--- config.mk ---
export PLATFORM = sky130hd
export DESIGN_NAME = usbesu_top
export DESIGN_NICKNAME = d
export VERILOG_FILES = /design/src/usbesu_pkg.sv /design/src/usbesu_top.sv
export SDC_FILE = /design/constraint.sdc
export NUM_CORES = 1
export LEC_CHECK = 0
export BUFFER_PORTS_ARGS = -buffer_cell sky130_fd_sc_hd__buf_2
export CORE_MARGIN = 1.5
export CORE_UTILIZATION = 45
export DETAILED_ROUTE_END_ITERATION = 6
export PLACE_DENSITY = 0.68
export REMOVE_ABC_BUFFERS = 1
export SLEW_MARGIN = 20
export SYNTH_ARGS = -nofsm -noshare
export SYNTH_HDL_FRONTEND = slang
export SYNTH_SLANG_ARGS = --single-unit
--- constraint.sdc ---
create_clock -name CORE_CLK -period 2.6 [get_ports CORE_CLK]
set_input_delay 0.52 -clock CORE_CLK [delete_from_list [all_inputs] [get_ports CORE_CLK]]
set_output_delay 0.52 -clock CORE_CLK [all_outputs]
set_load 0.02 [all_outputs]
--- src/usbesu_pkg.sv ---
// Package of the USB event and status unit: register indices, field positions,
// reset values, timing counts and the serial engine event carrier.
// Assumes a 125 MHz core clock and registers reached over APB at four times their index.
package usbesu_pkg;

  // ************************************************************
  // Register indices (byte address is four times the index)
  // ************************************************************
  localparam logic [9:0] IDX_EVT_FLAGS = 10'h190; // Event flags.
  localparam logic [9:0] IDX_EVT_EN = 10'h191; // Event enables.
  localparam logic [9:0] IDX_ERR_FLAGS = 10'h192; // Error flags.
  localparam logic [9:0] IDX_ERR_EN = 10'h193; // Error enables.
  localparam logic [9:0] IDX_STAT_WIN = 10'h194; // Transaction status window.
  localparam logic [9:0] IDX_CTRL = 10'h195; // Control register.

  // ************************************************************
  // Field positions
  // ************************************************************
  localparam int EV_RST = 0; // Bus reset seen.
  localparam int EV_ERR = 1; // Summary error.
  localparam int EV_ACT = 2; // Bus activity.
  localparam int EV_TOK = 3; // Token done.
  localparam int EV_IDLE = 4; // Bus idle.
  localparam int EV_STALL = 5; // Stall handshake sent.
  localparam int ER_PID = 0; // Packet id check failed.
  localparam int ER_CRC5 = 1; // Token CRC failed.
  localparam int ER_CRC16 = 2; // Data CRC failed.
  localparam int ER_LEN = 3; // Partial byte in data field.
  localparam int ER_BTO = 4; // Turnaround timeout.
  localparam int ER_WRT = 5; // Buffer write collision.
  localparam int ER_OWN = 6; // Descriptor ownership error.
  localparam int ER_BTS = 7; // Bit stuffing error.
  localparam int CTRL_SUSP = 1; // Suspend control bit.

  // ************************************************************
  // Reset values
  // ************************************************************
  localparam logic [7:0] RST_FLAGS = 8'h00; // Flags, enables, control.
  localparam logic [5:0] EVT_MASK = 6'h3F; // Implemented event bits.

  // ************************************************************
  // Timing
  // ************************************************************
  localparam int CLK_PERIOD_NS = 8; // Core clock period.
  localparam int IDLE_TIME_US = 3000; // Idle detect time, 3 ms.
  localparam int IDLE_CYC = (IDLE_TIME_US * 1000) / CLK_PERIOD_NS;
  localparam int RST_TIME_NS = 2500; // Reset detect time, 2.5 us.
  localparam int RST_CYC = (RST_TIME_NS + CLK_PERIOD_NS - 1) / CLK_PERIOD_NS;
  localparam logic [4:0] BTO_BITS = 5'h11; // Turnaround limit, 17 bit times.
  localparam int FIFO_DEPTH = 4; // Status queue depth.

  // ************************************************************
  // Serial engine event carrier
  // ************************************************************
  typedef struct packed {
    logic reset_lvl; // Reset signalling present on the lines.
    logic idle_lvl; // Lines in the idle state.
    logic activity; // Pulse: activity on the data lines.
    logic stall_sent; // Pulse: stall handshake sent.
    logic tok_start; // Pulse: token processing starts.
    logic desc_owned; // Descriptor owner bit of that token.
    logic tok_done; // Pulse: token complete.
    logic [7:0] tok_stat; // Endpoint and direction of that token.
    logic bitstuff; // Pulse: bit stuffing violation.
    logic eop; // Pulse: end of packet.
    logic bit_tick; // Pulse: one bit time elapsed.
    logic await_turn; // Level: waiting for the next phase.
    logic data_end; // Pulse: data field ended.
    logic [2:0] bit_rem; // Bits past the last whole byte.
    logic crc5_bad; // Pulse: token CRC failed.
    logic crc16_bad; // Pulse: data CRC failed.
    logic pid_vld; // Pulse: packet id received.
    logic [7:0] pid; // Received packet id byte.
    logic buf_wr; // Engine writes a buffer location.
    logic [5:0] buf_addr; // Location the engine writes.
  } usbesu_evt_t;

endpackage

--- src/usbesu_top.sv ---
// Event flags, error flags, interrupt request and status queue of a USB function.
// Assumes a serial engine feeding usbesu_evt_t synchronous to CORE_CLK and an APB master.
//
// Contract
// - enabled event flags OR into one interrupt
// - flags clear only by writing zero
// - flag writes ignored while suspended
// - stall sent sets event bit 5
// - idle 3 ms sets bit 4, activity restarts
// - token done sets bit 3, queues status
// - clearing token done advances queue, may re-set
// - status window backed by four-entry queue
// - line activity sets event bit 2
// - reset after 2.5 us sets bit 0 once
// - enables gate interrupt only, flags still latch
// - enabled error flags OR into summary bit 1
// - bit stuff violation sets error bit 7
// - token on processor-owned descriptor sets bit 6
// - colliding buffer write dropped, sets bit 5
// - over 17 idle bit times sets bit 4
// - partial byte data field sets bit 3
// - bad CRC5 sets bit 1, CRC16 bit 2
// - bad packet id check sets bit 0
// - suspend raises SUSPEND, drops XCVR_OE, only activity interrupts
// - descriptor released before status and token done
//
// The APB interface to the registers is this design's own decision.
`timescale 1ns/1ps
module usbesu_top
  import usbesu_pkg::*;
#(
  parameter int unsigned IDLE_CYCLES = IDLE_CYC,
  parameter int unsigned DEPTH = FIFO_DEPTH
)
(
  input wire logic CORE_CLK,
  input wire logic RESET,
  input wire logic PSEL,
  input wire logic PENABLE,
  input wire logic PWRITE,
  input wire logic [11:0] PADDR,
  input wire logic [31:0] PWDATA,
  output logic [31:0] PRDATA,
  output logic PREADY,
  output logic PSLVERR,
  input wire usbesu_evt_t SE_EVT,
  input wire logic CPU_BUF_WR,
  input wire logic [5:0] CPU_BUF_ADDR,
  output logic BUF_WR_GRANT,
  output logic DESC_RELEASE,
  output logic USB_IRQ,
  output logic SUSPEND,
  output logic XCVR_OE
);

  // ************************************************************
  // Elaboration checks
  // ************************************************************
  // The queue pointers wrap by overflow, so the depth must be a power of two.
  if (IDLE_CYCLES < 1 || DEPTH < 2 || (DEPTH & (DEPTH - 1)) != 0)
  begin : g_bad_param
    $error("usbesu_top: unsupported parameter value");
  end

  localparam int IW = $clog2(IDLE_CYCLES + 1); // Idle counter width.
  localparam int PW = $clog2(DEPTH); // Queue pointer width.

  // ************************************************************
  // Register state
  // ************************************************************
  logic [5:0] evt_r; // Latched event flags; bit 1 is unused here.
  logic [5:0] evt_nxt;
  logic [5:0] evt_en_r; // Event enables.
  logic [7:0] err_r; // Latched error flags.
  logic [7:0] err_nxt;
  logic [7:0] err_en_r; // Error enables.
  logic suspend_r; // Suspend control bit.
  logic sum_err; // Summary error, live from the error flags.
  logic [5:0] evt_view; // Event flags as software reads them.
  logic [7:0] win; // Status window contents, read by the bus slave.

  // Decode of the APB access phase; writes land only at the completing edge.
  logic [9:0] idx;
  logic acc_wr;
  logic wr_evt;
  logic wr_err;
  assign idx = PADDR[11:2];
  assign acc_wr = PSEL && PENABLE && PREADY && PWRITE && !PSLVERR;
  assign wr_evt = acc_wr && idx == IDX_EVT_FLAGS;
  assign wr_err = acc_wr && idx == IDX_ERR_FLAGS;

  // ************************************************************
  // APB slave
  // ************************************************************
  // The answer is prepared at the setup edge so that every bus output is a flop;
  // read data is therefore a snapshot one cycle before the access completes.
  always_ff @(posedge CORE_CLK)
  begin
    if (RESET)
    begin
      PREADY <= 1'b0;
      PSLVERR <= 1'b0;
      PRDATA <= 32'h0000_0000;
    end
    else
    begin
      PREADY <= PSEL && !PENABLE;
      PSLVERR <= 1'b0;
      PRDATA <= 32'h0000_0000;
      if (PSEL && !PENABLE)
      begin
        // Unaligned byte addresses are unmapped.
        PSLVERR <= PADDR[1:0] != 2'h0 || idx < IDX_EVT_FLAGS || idx > IDX_CTRL;
        if (!PWRITE)
        begin
          case (idx)
            IDX_EVT_FLAGS: PRDATA[5:0] <= evt_view;
            IDX_EVT_EN: PRDATA[5:0] <= evt_en_r;
            IDX_ERR_FLAGS: PRDATA[7:0] <= err_r;
            IDX_ERR_EN: PRDATA[7:0] <= err_en_r;
            IDX_STAT_WIN: PRDATA[7:0] <= win;
            IDX_CTRL: PRDATA[CTRL_SUSP] <= suspend_r;
            default: PRDATA <= 32'h0000_0000;
          endcase
        end
      end
    end
  end

  // Enable and control registers are plain read/write and are not suspend gated.
  always_ff @(posedge CORE_CLK)
  begin
    if (RESET)
    begin
      evt_en_r <= RST_FLAGS[5:0];
      err_en_r <= RST_FLAGS;
      suspend_r <= 1'b0;
    end
    else if (acc_wr)
    begin
      if (idx == IDX_EVT_EN)
        evt_en_r <= PWDATA[5:0] & EVT_MASK;
      if (idx == IDX_ERR_EN)
        err_en_r <= PWDATA[7:0];
      if (idx == IDX_CTRL)
        suspend_r <= PWDATA[CTRL_SUSP];
    end
  end

  // ************************************************************
  // Bus condition detectors
  // ************************************************************
  logic [IW-1:0] idle_cnt_r; // Cycles of unbroken idle.
  logic idle_hit; // Idle time just reached.
  assign idle_hit = SE_EVT.idle_lvl && !SE_EVT.activity && idle_cnt_r == IW'(IDLE_CYCLES - 1);

  // Activity or leaving idle restarts the timer; it parks at the limit so one idle
  // period raises the flag once.
  always_ff @(posedge CORE_CLK)
  begin
    if (RESET)
      idle_cnt_r <= '0;
    else if (!SE_EVT.idle_lvl || SE_EVT.activity)
      idle_cnt_r <= '0;
    else if (idle_cnt_r != IW'(IDLE_CYCLES))
      idle_cnt_r <= idle_cnt_r + 1'b1;
  end

  logic [8:0] rst_cnt_r; // Cycles of reset signalling.
  logic rst_done_r; // Flag already raised for this reset.
  logic rst_hit;
  assign rst_hit = SE_EVT.reset_lvl && !rst_done_r && rst_cnt_r == 9'(RST_CYC - 1);

  // Re-arms only when the reset signalling goes away.
  always_ff @(posedge CORE_CLK)
  begin
    if (RESET)
    begin
      rst_cnt_r <= '0;
      rst_done_r <= 1'b0;
    end
    else if (!SE_EVT.reset_lvl)
    begin
      rst_cnt_r <= '0;
      rst_done_r <= 1'b0;
    end
    else if (!rst_done_r)
    begin
      rst_cnt_r <= rst_cnt_r + 1'b1;
      rst_done_r <= rst_hit;
    end
  end

  logic [4:0] bto_cnt_r; // Idle bit times since the last end of packet.
  logic bto_hit;
  assign bto_hit = SE_EVT.bit_tick && SE_EVT.await_turn && SE_EVT.idle_lvl && bto_cnt_r == BTO_BITS;

  // Counts only while a reply phase is awaited and the line still idles.
  always_ff @(posedge CORE_CLK)
  begin
    if (RESET || SE_EVT.eop || !SE_EVT.await_turn || !SE_EVT.idle_lvl)
      bto_cnt_r <= '0;
    else if (SE_EVT.bit_tick && bto_cnt_r <= BTO_BITS)
      bto_cnt_r <= bto_cnt_r + 1'b1;
  end

  // ************************************************************
  // Buffer write arbitration
  // ************************************************************
  logic wr_clash;
  assign wr_clash = CPU_BUF_WR && SE_EVT.buf_wr && CPU_BUF_ADDR == SE_EVT.buf_addr;

  // The engine always wins a clash; the processor write is simply not granted.
  always_ff @(posedge CORE_CLK)
  begin
    if (RESET)
      BUF_WR_GRANT <= 1'b0;
    else
      BUF_WR_GRANT <= CPU_BUF_WR && !wr_clash;
  end

  // ************************************************************
  // Token completion and status queue
  // ************************************************************
  logic tok_stage_r; // Descriptor released, status pending.
  logic [7:0] tok_stat_r; // Status held for the push.

  // The descriptor goes back to the processor one cycle before status is queued.
  always_ff @(posedge CORE_CLK)
  begin
    if (RESET)
    begin
      DESC_RELEASE <= 1'b0;
      tok_stage_r <= 1'b0;
      tok_stat_r <= 8'h00;
    end
    else
    begin
      DESC_RELEASE <= SE_EVT.tok_done;
      tok_stage_r <= SE_EVT.tok_done;
      if (SE_EVT.tok_done)
        tok_stat_r <= SE_EVT.tok_stat;
    end
  end

  logic [7:0] q_mem [DEPTH]; // Queue storage.
  logic [PW-1:0] q_rd_r;
  logic [PW-1:0] q_wr_r;
  logic [PW:0] q_cnt_r;
  logic push;
  logic pop;
  // A full queue drops the newest status; token done is already pending then.
  assign push = tok_stage_r && q_cnt_r != (PW+1)'(DEPTH);
  assign pop = wr_evt && !suspend_r && !PWDATA[EV_TOK] && evt_r[EV_TOK] && q_cnt_r != '0;
  assign win = q_cnt_r != '0 ? q_mem[q_rd_r] : 8'h00;

  for (genvar i = 0; i < DEPTH; i++)
  begin : g_entry
    // Each entry loads only when the write pointer names it.
    always_ff @(posedge CORE_CLK)
    begin
      if (RESET)
        q_mem[i] <= 8'h00;
      else if (push && q_wr_r == PW'(i))
        q_mem[i] <= tok_stat_r;
    end
  end

  // Pointers and occupancy.
  always_ff @(posedge CORE_CLK)
  begin
    if (RESET)
    begin
      q_rd_r <= '0;
      q_wr_r <= '0;
      q_cnt_r <= '0;
    end
    else
    begin
      q_wr_r <= q_wr_r + PW'(push);
      q_rd_r <= q_rd_r + PW'(pop);
      q_cnt_r <= q_cnt_r + (PW+1)'(push) - (PW+1)'(pop);
    end
  end

  // ************************************************************
  // Flag registers
  // ************************************************************
  logic [5:0] evt_set;
  logic [7:0] err_set;
  logic refill; // Another status waits after a pop.
  assign refill = pop && (q_cnt_r > (PW+1)'(1) || push);

  // Hardware sets win over a clearing write in the same cycle; a write of one
  // clears nothing, and suspend blocks the clearing writes altogether.
  always_comb
  begin
    evt_set = 6'h00;
    evt_set[EV_RST] = rst_hit;
    evt_set[EV_ACT] = SE_EVT.activity;
    evt_set[EV_TOK] = tok_stage_r || refill;
    evt_set[EV_IDLE] = idle_hit;
    evt_set[EV_STALL] = SE_EVT.stall_sent;
    err_set = 8'h00;
    err_set[ER_PID] = SE_EVT.pid_vld && SE_EVT.pid[7:4] != ~SE_EVT.pid[3:0];
    err_set[ER_CRC5] = SE_EVT.crc5_bad;
    err_set[ER_CRC16] = SE_EVT.crc16_bad;
    err_set[ER_LEN] = SE_EVT.data_end && SE_EVT.bit_rem != 3'h0;
    err_set[ER_BTO] = bto_hit;
    err_set[ER_WRT] = wr_clash;
    err_set[ER_OWN] = SE_EVT.tok_start && !SE_EVT.desc_owned;
    err_set[ER_BTS] = SE_EVT.bitstuff;
    evt_nxt = evt_r;
    err_nxt = err_r;
    if (wr_evt && !suspend_r)
      evt_nxt = evt_r & PWDATA[5:0];
    if (wr_err && !suspend_r)
      err_nxt = err_r & PWDATA[7:0];
    evt_nxt = (evt_nxt | evt_set) & EVT_MASK & ~6'h02;
    err_nxt = err_nxt | err_set;
  end

  // Flags latch independently of their enables so software can poll them.
  always_ff @(posedge CORE_CLK)
  begin
    if (RESET)
    begin
      evt_r <= RST_FLAGS[5:0];
      err_r <= RST_FLAGS;
    end
    else
    begin
      evt_r <= evt_nxt;
      err_r <= err_nxt;
    end
  end

  assign sum_err = |(err_r & err_en_r);
  assign evt_view = evt_r | {4'h0, sum_err, 1'b0};

  // ************************************************************
  // Interrupt request and suspend outputs
  // ************************************************************
  // In suspend only bus activity may wake the processor.
  always_ff @(posedge CORE_CLK)
  begin
    if (RESET)
    begin
      USB_IRQ <= 1'b0;
      SUSPEND <= 1'b0;
      XCVR_OE <= 1'b0;
    end
    else
    begin
      if (suspend_r)
        USB_IRQ <= evt_view[EV_ACT] && evt_en_r[EV_ACT];
      else
        USB_IRQ <= |(evt_view & evt_en_r);
      SUSPEND <= suspend_r;
      XCVR_OE <= !suspend_r;
    end
  end
endmodule

== After elaboration in Yosys (flattened, before gate mapping) ==
Memory sizes are Yosys's and may differ from the RTL's. A register that Yosys moved wholly into a read port is not among the register bits.
Cells that the tools add are included.
Storage, ports and cells
  register bits: 117
  memory bits (writable): 32
  input port bits: 97
  output and inout port bits: 39
  logic and storage cells: 157
  memories: 1
Cells by class
  add/sub/neg operators: 7
  $lt $le $gt $ge: 4
  equal/unequal tests: 16
  mux-type cells: 28
  bitwise logic cells: 14
  reduce and logical (&&, ||, !) cells: 64
Memories
  q_mem: words 4, bits a word 8, rd ports 1, clocked after Yosys merged registers in 1, wr ports 4, RTL line usbesu_top.sv:246  | logic [7:0] q_mem [DEPTH];
Operator list (number)
  10-bit by 9-bit == test with 1-bit output (second input constant): 6
  8-bit 2-to-1 mux: 6
  1-bit logical AND: 33
  4-bit one-hot mux with 5 select lines: 1
  19-bit by 1-bit adder with 19-bit output (second input constant): 1
  19-bit == test (second input constant): 1
  19-bit != test (second input constant): 1
  8-bit bitwise AND: 2
  1-bit 2-to-1 mux: 16
  6-bit bitwise AND: 2
  10-bit by 9-bit > comparator with 1-bit output (second input constant): 1
  1-bit zero test: 10
  10-bit by 9-bit < comparator with 1-bit output (second input constant): 1
  9-bit by 1-bit adder with 9-bit output (second input constant): 1
  9-bit == test (second input constant): 1
  1-bit logical OR: 8
  8-bit bitwise OR: 1
  8-bit OR reduction: 1
  6-bit == test: 1
  6-bit 2-to-1 mux: 1
  6-bit by 2-bit bitwise OR with 6-bit output: 1
  6-bit bitwise OR: 1
  1-bit one-hot mux with 6 select lines: 1
  2-bit one-hot mux with 3 select lines: 1
  23 further kinds: 34

== Logic depth before layout (Yosys ltp) ==
Gate-level depths: netlist (run 1).
  depth after elaboration: 12
  depth in mapped cells: 9
  gate-level depth less buffers: 9

== Worst setup path after synthesis (run 1) ==
No wires, ideal clock.
  kind: input-to-reg
  start point: input PADDR[8]
  end point: register q_cnt_r[2]
  library setup time: 128 ps
  arrival: 2146 ps
  required time: 2472 ps
  setup slack: 326 ps
  cell stages on the path: 9
  path buffers: 0
  cell sequence: and4bb_2 > nand4b_4 > nor3_1 > xnor2_1 > ha_1 > inv_1 > fa_1 > xnor2_1 > nor2_1
Between the ends
  cells in the longest elaborated chain, start to end: 7
RTL lines
  start: declaration: RTL line usbesu_top.sv:41  | input wire logic [11:0] PADDR,
  10-bit by 9-bit == test with 1-bit output: RTL line usbesu_top.sv:89  | assign wr_evt = acc_wr && idx == IDX_EVT_FLAGS;
  1-bit logical AND: RTL line usbesu_top.sv:89
  1-bit logical AND (4 in series): RTL line usbesu_top.sv:254  | assign pop = wr_evt && !suspend_r && !PWDATA[EV_TOK] && evt_r[EV_TOK] && q_cnt_r != '0;
  3-bit by 1-bit subtractor with 3-bit output: RTL line usbesu_top.sv:282  | q_cnt_r <= q_cnt_r + (PW+1)'(push) - (PW+1)'(pop);
  end signal: assignment: RTL line usbesu_top.sv:282
  end: declaration: RTL line usbesu_top.sv:249  | logic [PW:0] q_cnt_r;
Every way passes these cells.
A chain may end at the register's enable or synchronous reset.

== Worst setup path after layout (run 1) ==
  start point: register suspend_r
  end point: register q_cnt_r[2]
Between the ends
  cells in the longest elaborated chain, start to end: 6
RTL lines
  start: declaration: RTL line usbesu_top.sv:77  | logic suspend_r;
  start signal: assignment: RTL line usbesu_top.sv:146  | suspend_r <= PWDATA[CTRL_SUSP];
  1-bit zero test: RTL line usbesu_top.sv:254
  1-bit logical AND (4 in series): RTL line usbesu_top.sv:254
  3-bit by 1-bit subtractor with 3-bit output: RTL line usbesu_top.sv:282
Every way passes these cells.

==> results.cfg, run 1 <==
[logic_synthesis]
ys_seq_elements = 124
ys_top_cells_by_area = dfxtp_1 (31%), edfxtp_1 (16%), mux4_2 (4.9%)
synthMuxAreaShare_pct = 7.16
synth-xor-area-share_pct = 4.86
synth-simple-area-share_pct = 21.1
syn-mean-instance-area_um2 = 10.1
ys_types = 62
synthArstFlopShare_pct = 0
synth_top_family_by_area = simple AND/OR/NAND/NOR gates
netlist_area_mm2 = 0.00594
synth_warnings = 0
ys_seq_area_share_pct = 47.2
netlist_instances = 588
synth-edff-count = 32
synth_fa_ha_area_share_pct = 2.23
synth_compound_area_share_pct = 11.7
synth_area_leader_cell = dfxtp_1
synth_top_area_share_pct = 31.0
synth_flop_cell = dfxtp_1

[route]
post_drt_wl_per_cell_um = 15.8
drt_iter0_drc = 292
drt-total-wl_mm = 13.8
vias_per_cell = 5.46
dr.pass1.iters = 5
drc = 0
ant_nets = 0
vias = 4757

[worst_setup_path]
ff2ff_path_depth = 9
worstPathArrival_ns = 2.46
end_kind = register
startpoint_type = register
critPathKind = reg -> reg
cp_data_required_time_ns = 2.91
critical_path_peak_fanout = 6

[power]
ir_worst_vdd_v = 0.000424
powerDensity_mw_per_mm2 = 691
power.total_mw = 4.95
p_leak_nw = 2.81

[cts]
tritoncts = built
clock_latency_ns = 0.42
clockBufferDepth = 2
cts_root_buf = clkbuf_16
cts_resized = 0
numCtsBuffers = 17
cts_hold_buf = 0
htreeDepth = 4
cts_sinks = 124
path_clk_slew_ns = 0.06
post-cts-setup-buffer-count = 0

[outcome]
outcome = completed

[timing]
worstMarginPinSlew_ns = 0.785
setup_tns_ns = 0
fin_crit_sh_pct = 82.7
worst_clock_skew_ns = 0.00519
hold_viol = 0
relSlewSlack_pct = 47.3
max_freq_mhz = 465
post-route-min-period_ns = 2.15
slew_violations = 0
setup-violations-final = 0
rsz0062_at_grt = no
hold_slack_ns = 0.312

[worst_hold_path]
min_delay_path_depth = 2
hold_class = in -> reg

[floorplanning]
ios = 136
initial_core_util_pct = 46.5
rows = 41
dieArea_mm2 = 0.0139
die_w_um = 118
die_h_um = 118
core_area_mm2 = 0.0128

[cells_and_area]
drive_above_1_share_pct = 23.3
finalNetCount = 793
syn2layout_area_growth_pct = 20.6
finish.utilization_pct = 56.1
fill_cells = 1094
n_antenna_cell = 0

[placement]
dp_hpwl_mm = 9.99
port_buffers = 87
place.gp.congestion = 0.816

[grt]
grt_use_total_pct = 20.5
grt_first_pass_wirelength_mm = 22.6
grt-ovfl-total = 0
grt_pass1_vias = 4629
grt_start_max_net_pins = 22
antenna_found_initial = 0

[run]
maxCapViolCount = 0
[final cells by class]
cell class | count | area [um2] | share of cell area (%)
Multi-Input combinational cell | 422 | 2880 | 40.2
Sequential cell | 124 | 2800 | 39.1
Timing Repair Buffer | 104 | 563 | 7.85
Clock buffer | 20 | 447 | 6.23
Tap cell | 172 | 215 | 3.00
Clock inverter | 12 | 194 | 2.71
Inverter | 17 | 63.8 | 0.890
[worst max-delay path, stage by stage, from the launching register on]
cell      delay (ns)
dfxtp_1         0.38
and4bb_2        0.34
nand3b_2        0.11
nor3_1          0.26
xnor2_1         0.16
ha_1            0.16
inv_1           0.05
fa_1            0.37
xnor2_1         0.16
nor2_1          0.05
[cell usage in the layout (no fill, tap or decap), types with 13 or more instances in the layout]
cell	instances
dfxtp_1	92
buf_2	87
nor2_1	54
a21oi_1	38
and2_1	34
edfxtp_1	32
nand3_1	28
o21ai_0	25
conb_1	24
nand2_1	21
xor2_1	20
inv_1	17
clkbuf_16	17
buf_4	17
o31ai_1	13
xnor2_1	13
mux4_2	13
[logic make-up after synthesis]
logic type               Yosys count
AND/OR/NAND/NOR                  218
flip-flops                       124
AO/OA/AOI/OAI                    111
buffers and inverters             65
XOR/XNOR                          33
multiplexers                      26
adder cells (fa/ha/maj)           10
other                              1
[power by group]
part	internal, mW	switching (mW)	leakage [nW]	total [mW]
Sequential	2.03	0.0408	1.08	2.08
Combinational	0.133	0.188	1.42	0.321
Clock	1.72	0.841	0.310	2.56
Total	3.88	1.07	2.81	4.95
[synthesized netlist by cell type (all sizes together), types with 2 or more instances]
library cell,number
nor4,4
clkbuf,13
a32oi,2
nor3,7
a311oi,6
nand4,13
and3b,3
or3,10
xor2,20
nand3,29
nor2,55
and2,34
nor2b,7
mux2i,11
nand2b,4
a22oi,12
or4,4
and4b,2
o31ai,13
o311ai,2
mux2,2
inv,17
ha,9
nor4b,3
and4,6
and4bb,2
nand2,21
dfxtp,92
nand3b,3
mux4,13
o21bai,2
edfxtp,32
and3,5
xnor2,13
buf,35
a21oi,38
o21ai,27
nand4b,2
[path summary, 6_finish.rpt]
path	start	endpoint	slack (ns)
worst max-delay path	suspend_r	q_cnt_r[2]	0.45
worst min-delay path	PENABLE	PREADY	0.31
worst max register to register	suspend_r	q_cnt_r[2]	0.45
worst min register to register	idle_cnt_r[13]	idle_cnt_r[13]	0.49
[flip-flops by register name (all words and copies together), names as in the netlist]
| name | cells |
|---|---|
| q_mem | 32 |
| idle_cnt_r | 19 |
| rst_cnt_r | 9 |
| PRDATA | 8 |
| err_en_r | 8 |
| err_r | 8 |
| tok_stat_r | 8 |
| evt_en_r | 6 |
| bto_cnt_r | 5 |
| evt_r | 5 |
| q_cnt_r | 3 |
| q_rd_r | 2 |
| q_wr_r | 2 |
| BUF_WR_GRANT | 1 |
| PREADY | 1 |
| PSLVERR | 1 |
| SUSPEND | 1 |
| USB_IRQ | 1 |
| XCVR_OE | 1 |
| rst_done_r | 1 |
| suspend_r | 1 |
| tok_stage_r | 1 |
[per-layer routing]
metal  routed length, um  GRT usage (%)
met2                6500           33.3
met3                 985           4.80
met1                5970           25.7
met4                 346           10.1
met5                   0              0
[stage by stage]
stage	cell area, um2	setup WS, ns	instances
floorplan	5750	0.270	563
global placement	6530	0.186	839
detailed placement	6530	0.162	839
CTS	7170	0.463	871
global route	7170	0.371	871
finish	7170	0.450	871
(Power assumes the default switching activity.)
==> inputs of run 2 (changes only) <==
- PLACE_DENSITY: 0.68 -> 0.71
- clock period: 2.6 -> 1.8 ns (I/O delays scaled with it)
==> results.cfg, run 2 (synthesis results as in run 1) <==
[route]
dr.pass1.iters = 5
met3_length_um = 953
drt-total-wl_mm = 14.7
drc = 0
wirelength_met1_mm = 6.10
vias_per_cell = 5.46
dr.max_layer_used = met4
wl_met2_mm = 7.16
drt_iter0_drc = 349
ant_nets = 0
post_drt_wl_per_cell_um = 16.3
vias = 4928

[cells_and_area]
largest_reg_flops = 32
layout_commonest_cell = dfxtp_1
drive_above_1_share_pct = 28.2
fin_cells = 902
syn2layout_area_growth_pct = 25.0
n_antenna_cell = 0
layout_common_cells = dfxtp_1 (89), buf_2 (87), nor2_1 (54), buf_4 (48), a21oi_1 (38)
finish.utilization_pct = 58.2
top_register = q_mem
largest_registers = q_mem (32), idle_cnt_r (19), rst_cnt_r (9)
finalNetCount = 824

[floorplanning]
dieArea_mm2 = 0.0139
initial_core_util_pct = 46.5
die_h_um = 118
die_w_um = 118
core_area_mm2 = 0.0128
ios = 136
rows = 41

[timing]
hold_slack_ns = 0.170
post-route-min-period_ns = 1.98
fin_crit_sh_pct = 110
max_freq_mhz = 504
worst_clock_skew_ns = 0.0132
setup-violations-final = 2
relSlewSlack_pct = 51.5
worstMarginPinSlew_ns = 0.721
setup_tns_ns = -0.343
hold_viol = 0
slew_violations = 0
rsz0062_at_grt = yes
worst_slack_ns = -0.184

[power]
p_leak_nw = 2.99
ir_worst_vdd_v = 0.000677
powerDensity_mw_per_mm2 = 951

[placement]
port_buffers = 87
pre_cts_slack_ns = -0.543
place.gp.congestion = 0.824
dp_hpwl_mm = 10.4
dpl.cell_count = 869

[worst_setup_path]
critPathKind = reg -> reg
cp_data_required_time_ns = 2.09
reg2reg_slack_ns = -0.18
startpoint_type = register
r2r_end = q_cnt_r[1]
r2r_start = q_cnt_r[0]
end_kind = register
max_stage_delay_ns = 0.51
path_delay_family = adder cells
crit_cells = 8
path_cells = or3_4 -> nand2_4 -> nor3_4 -> xnor2_1 -> ha_2 -> inv_2 -> fa_2 -> nor2_1
critical_path_peak_fanout = 5
critical_path_buf_inv_count = 1
ff2ff_path_depth = 8
worstPathArrival_ns = 2.28
crit_slowest_cell = fa_2

[worst_hold_path]
hold_end = tok_stat_r[5]
min_delay_path_depth = 3
min_from = SE_EVT[31]
hold_class = in -> reg

[cts]
htreeDepth = 4
path_clk_slew_ns = 0.06
cts_hold_buf = 0
cts_sinks = 124
tritoncts = built
clock_latency_ns = 0.42
numCtsBuffers = 17
clockBufferDepth = 2
cts_root_buf = clkbuf_16

[outcome]
failed_checks = negative setup slack
outcome = complete, but fails checks

[grt]
grt_first_pass_wirelength_mm = 24.1
antenna_found_initial = 0
grt-ovfl-total = 0
grt_start_max_net_pins = 29
grt_pass1_vias = 4989
grt_use_total_pct = 22.0

[run]
maxCapViolCount = 0
run 2: timing repair:
item	4_1_cts	5_1_grt
endpoints found under the setup margin	10	3
resized for setup	14	2
setup buffers	1	0
pin swaps	6	1
run 2: per-layer routing:
metal	GRT usage, %	up-vias
met5	0	-
met4	11.5	0
met3	6.54	42
met2	36.0	206
met1	26.2	2320
li1	-	2360
run 2: where the power goes:
part	leakage, nW	internal [mW]	switching, mW	total, mW
clock network	0.290	2.31	1.24	3.54
registers	1.08	2.94	0.0570	3.00
logic	1.61	0.229	0.300	0.529
run 2: worst register-to-register path: stages, from the launching register on:
cell     delay (ns)
dfxtp_2        0.34
or3_4          0.40
nand2_4        0.10
nor3_4         0.05
xnor2_1        0.18
ha_2           0.21
inv_2          0.04
fa_2           0.52
nor2_1         0.04
run 2: cell type report:
cell class | count | area (um2)
Clock buffer | 20 | 437
Clock inverter | 12 | 171
Fill cell | 1084 | 5340
Inverter | 17 | 63.8
Multi-Input combinational cell | 422 | 2940
Sequential cell | 124 | 2810
Tap cell | 172 | 215
Timing Repair Buffer | 135 | 796
run 2: worst max path at each step:
stage	from	to	slack, ns
after floorplan	PADDR[8]	q_cnt_r[2]	-0.37
after global placement	PADDR[8]	q_cnt_r[2]	-0.46
after detailed placement	PADDR[8]	q_cnt_r[2]	-0.54
after CTS	suspend_r	q_cnt_r[1]	-0.19
after global routing	q_cnt_r[2]	q_cnt_r[1]	-0.25
final	q_cnt_r[0]	q_cnt_r[1]	-0.18
run 2: metrics by stage:
step                power (mW)  instance area (um2)
finish                    7.07                 7430
global route              7.30                 7430
CTS                       7.10                 7420
detailed placement        3.56                 6750
global placement          3.53                 6750
floorplan                 3.28                 5750
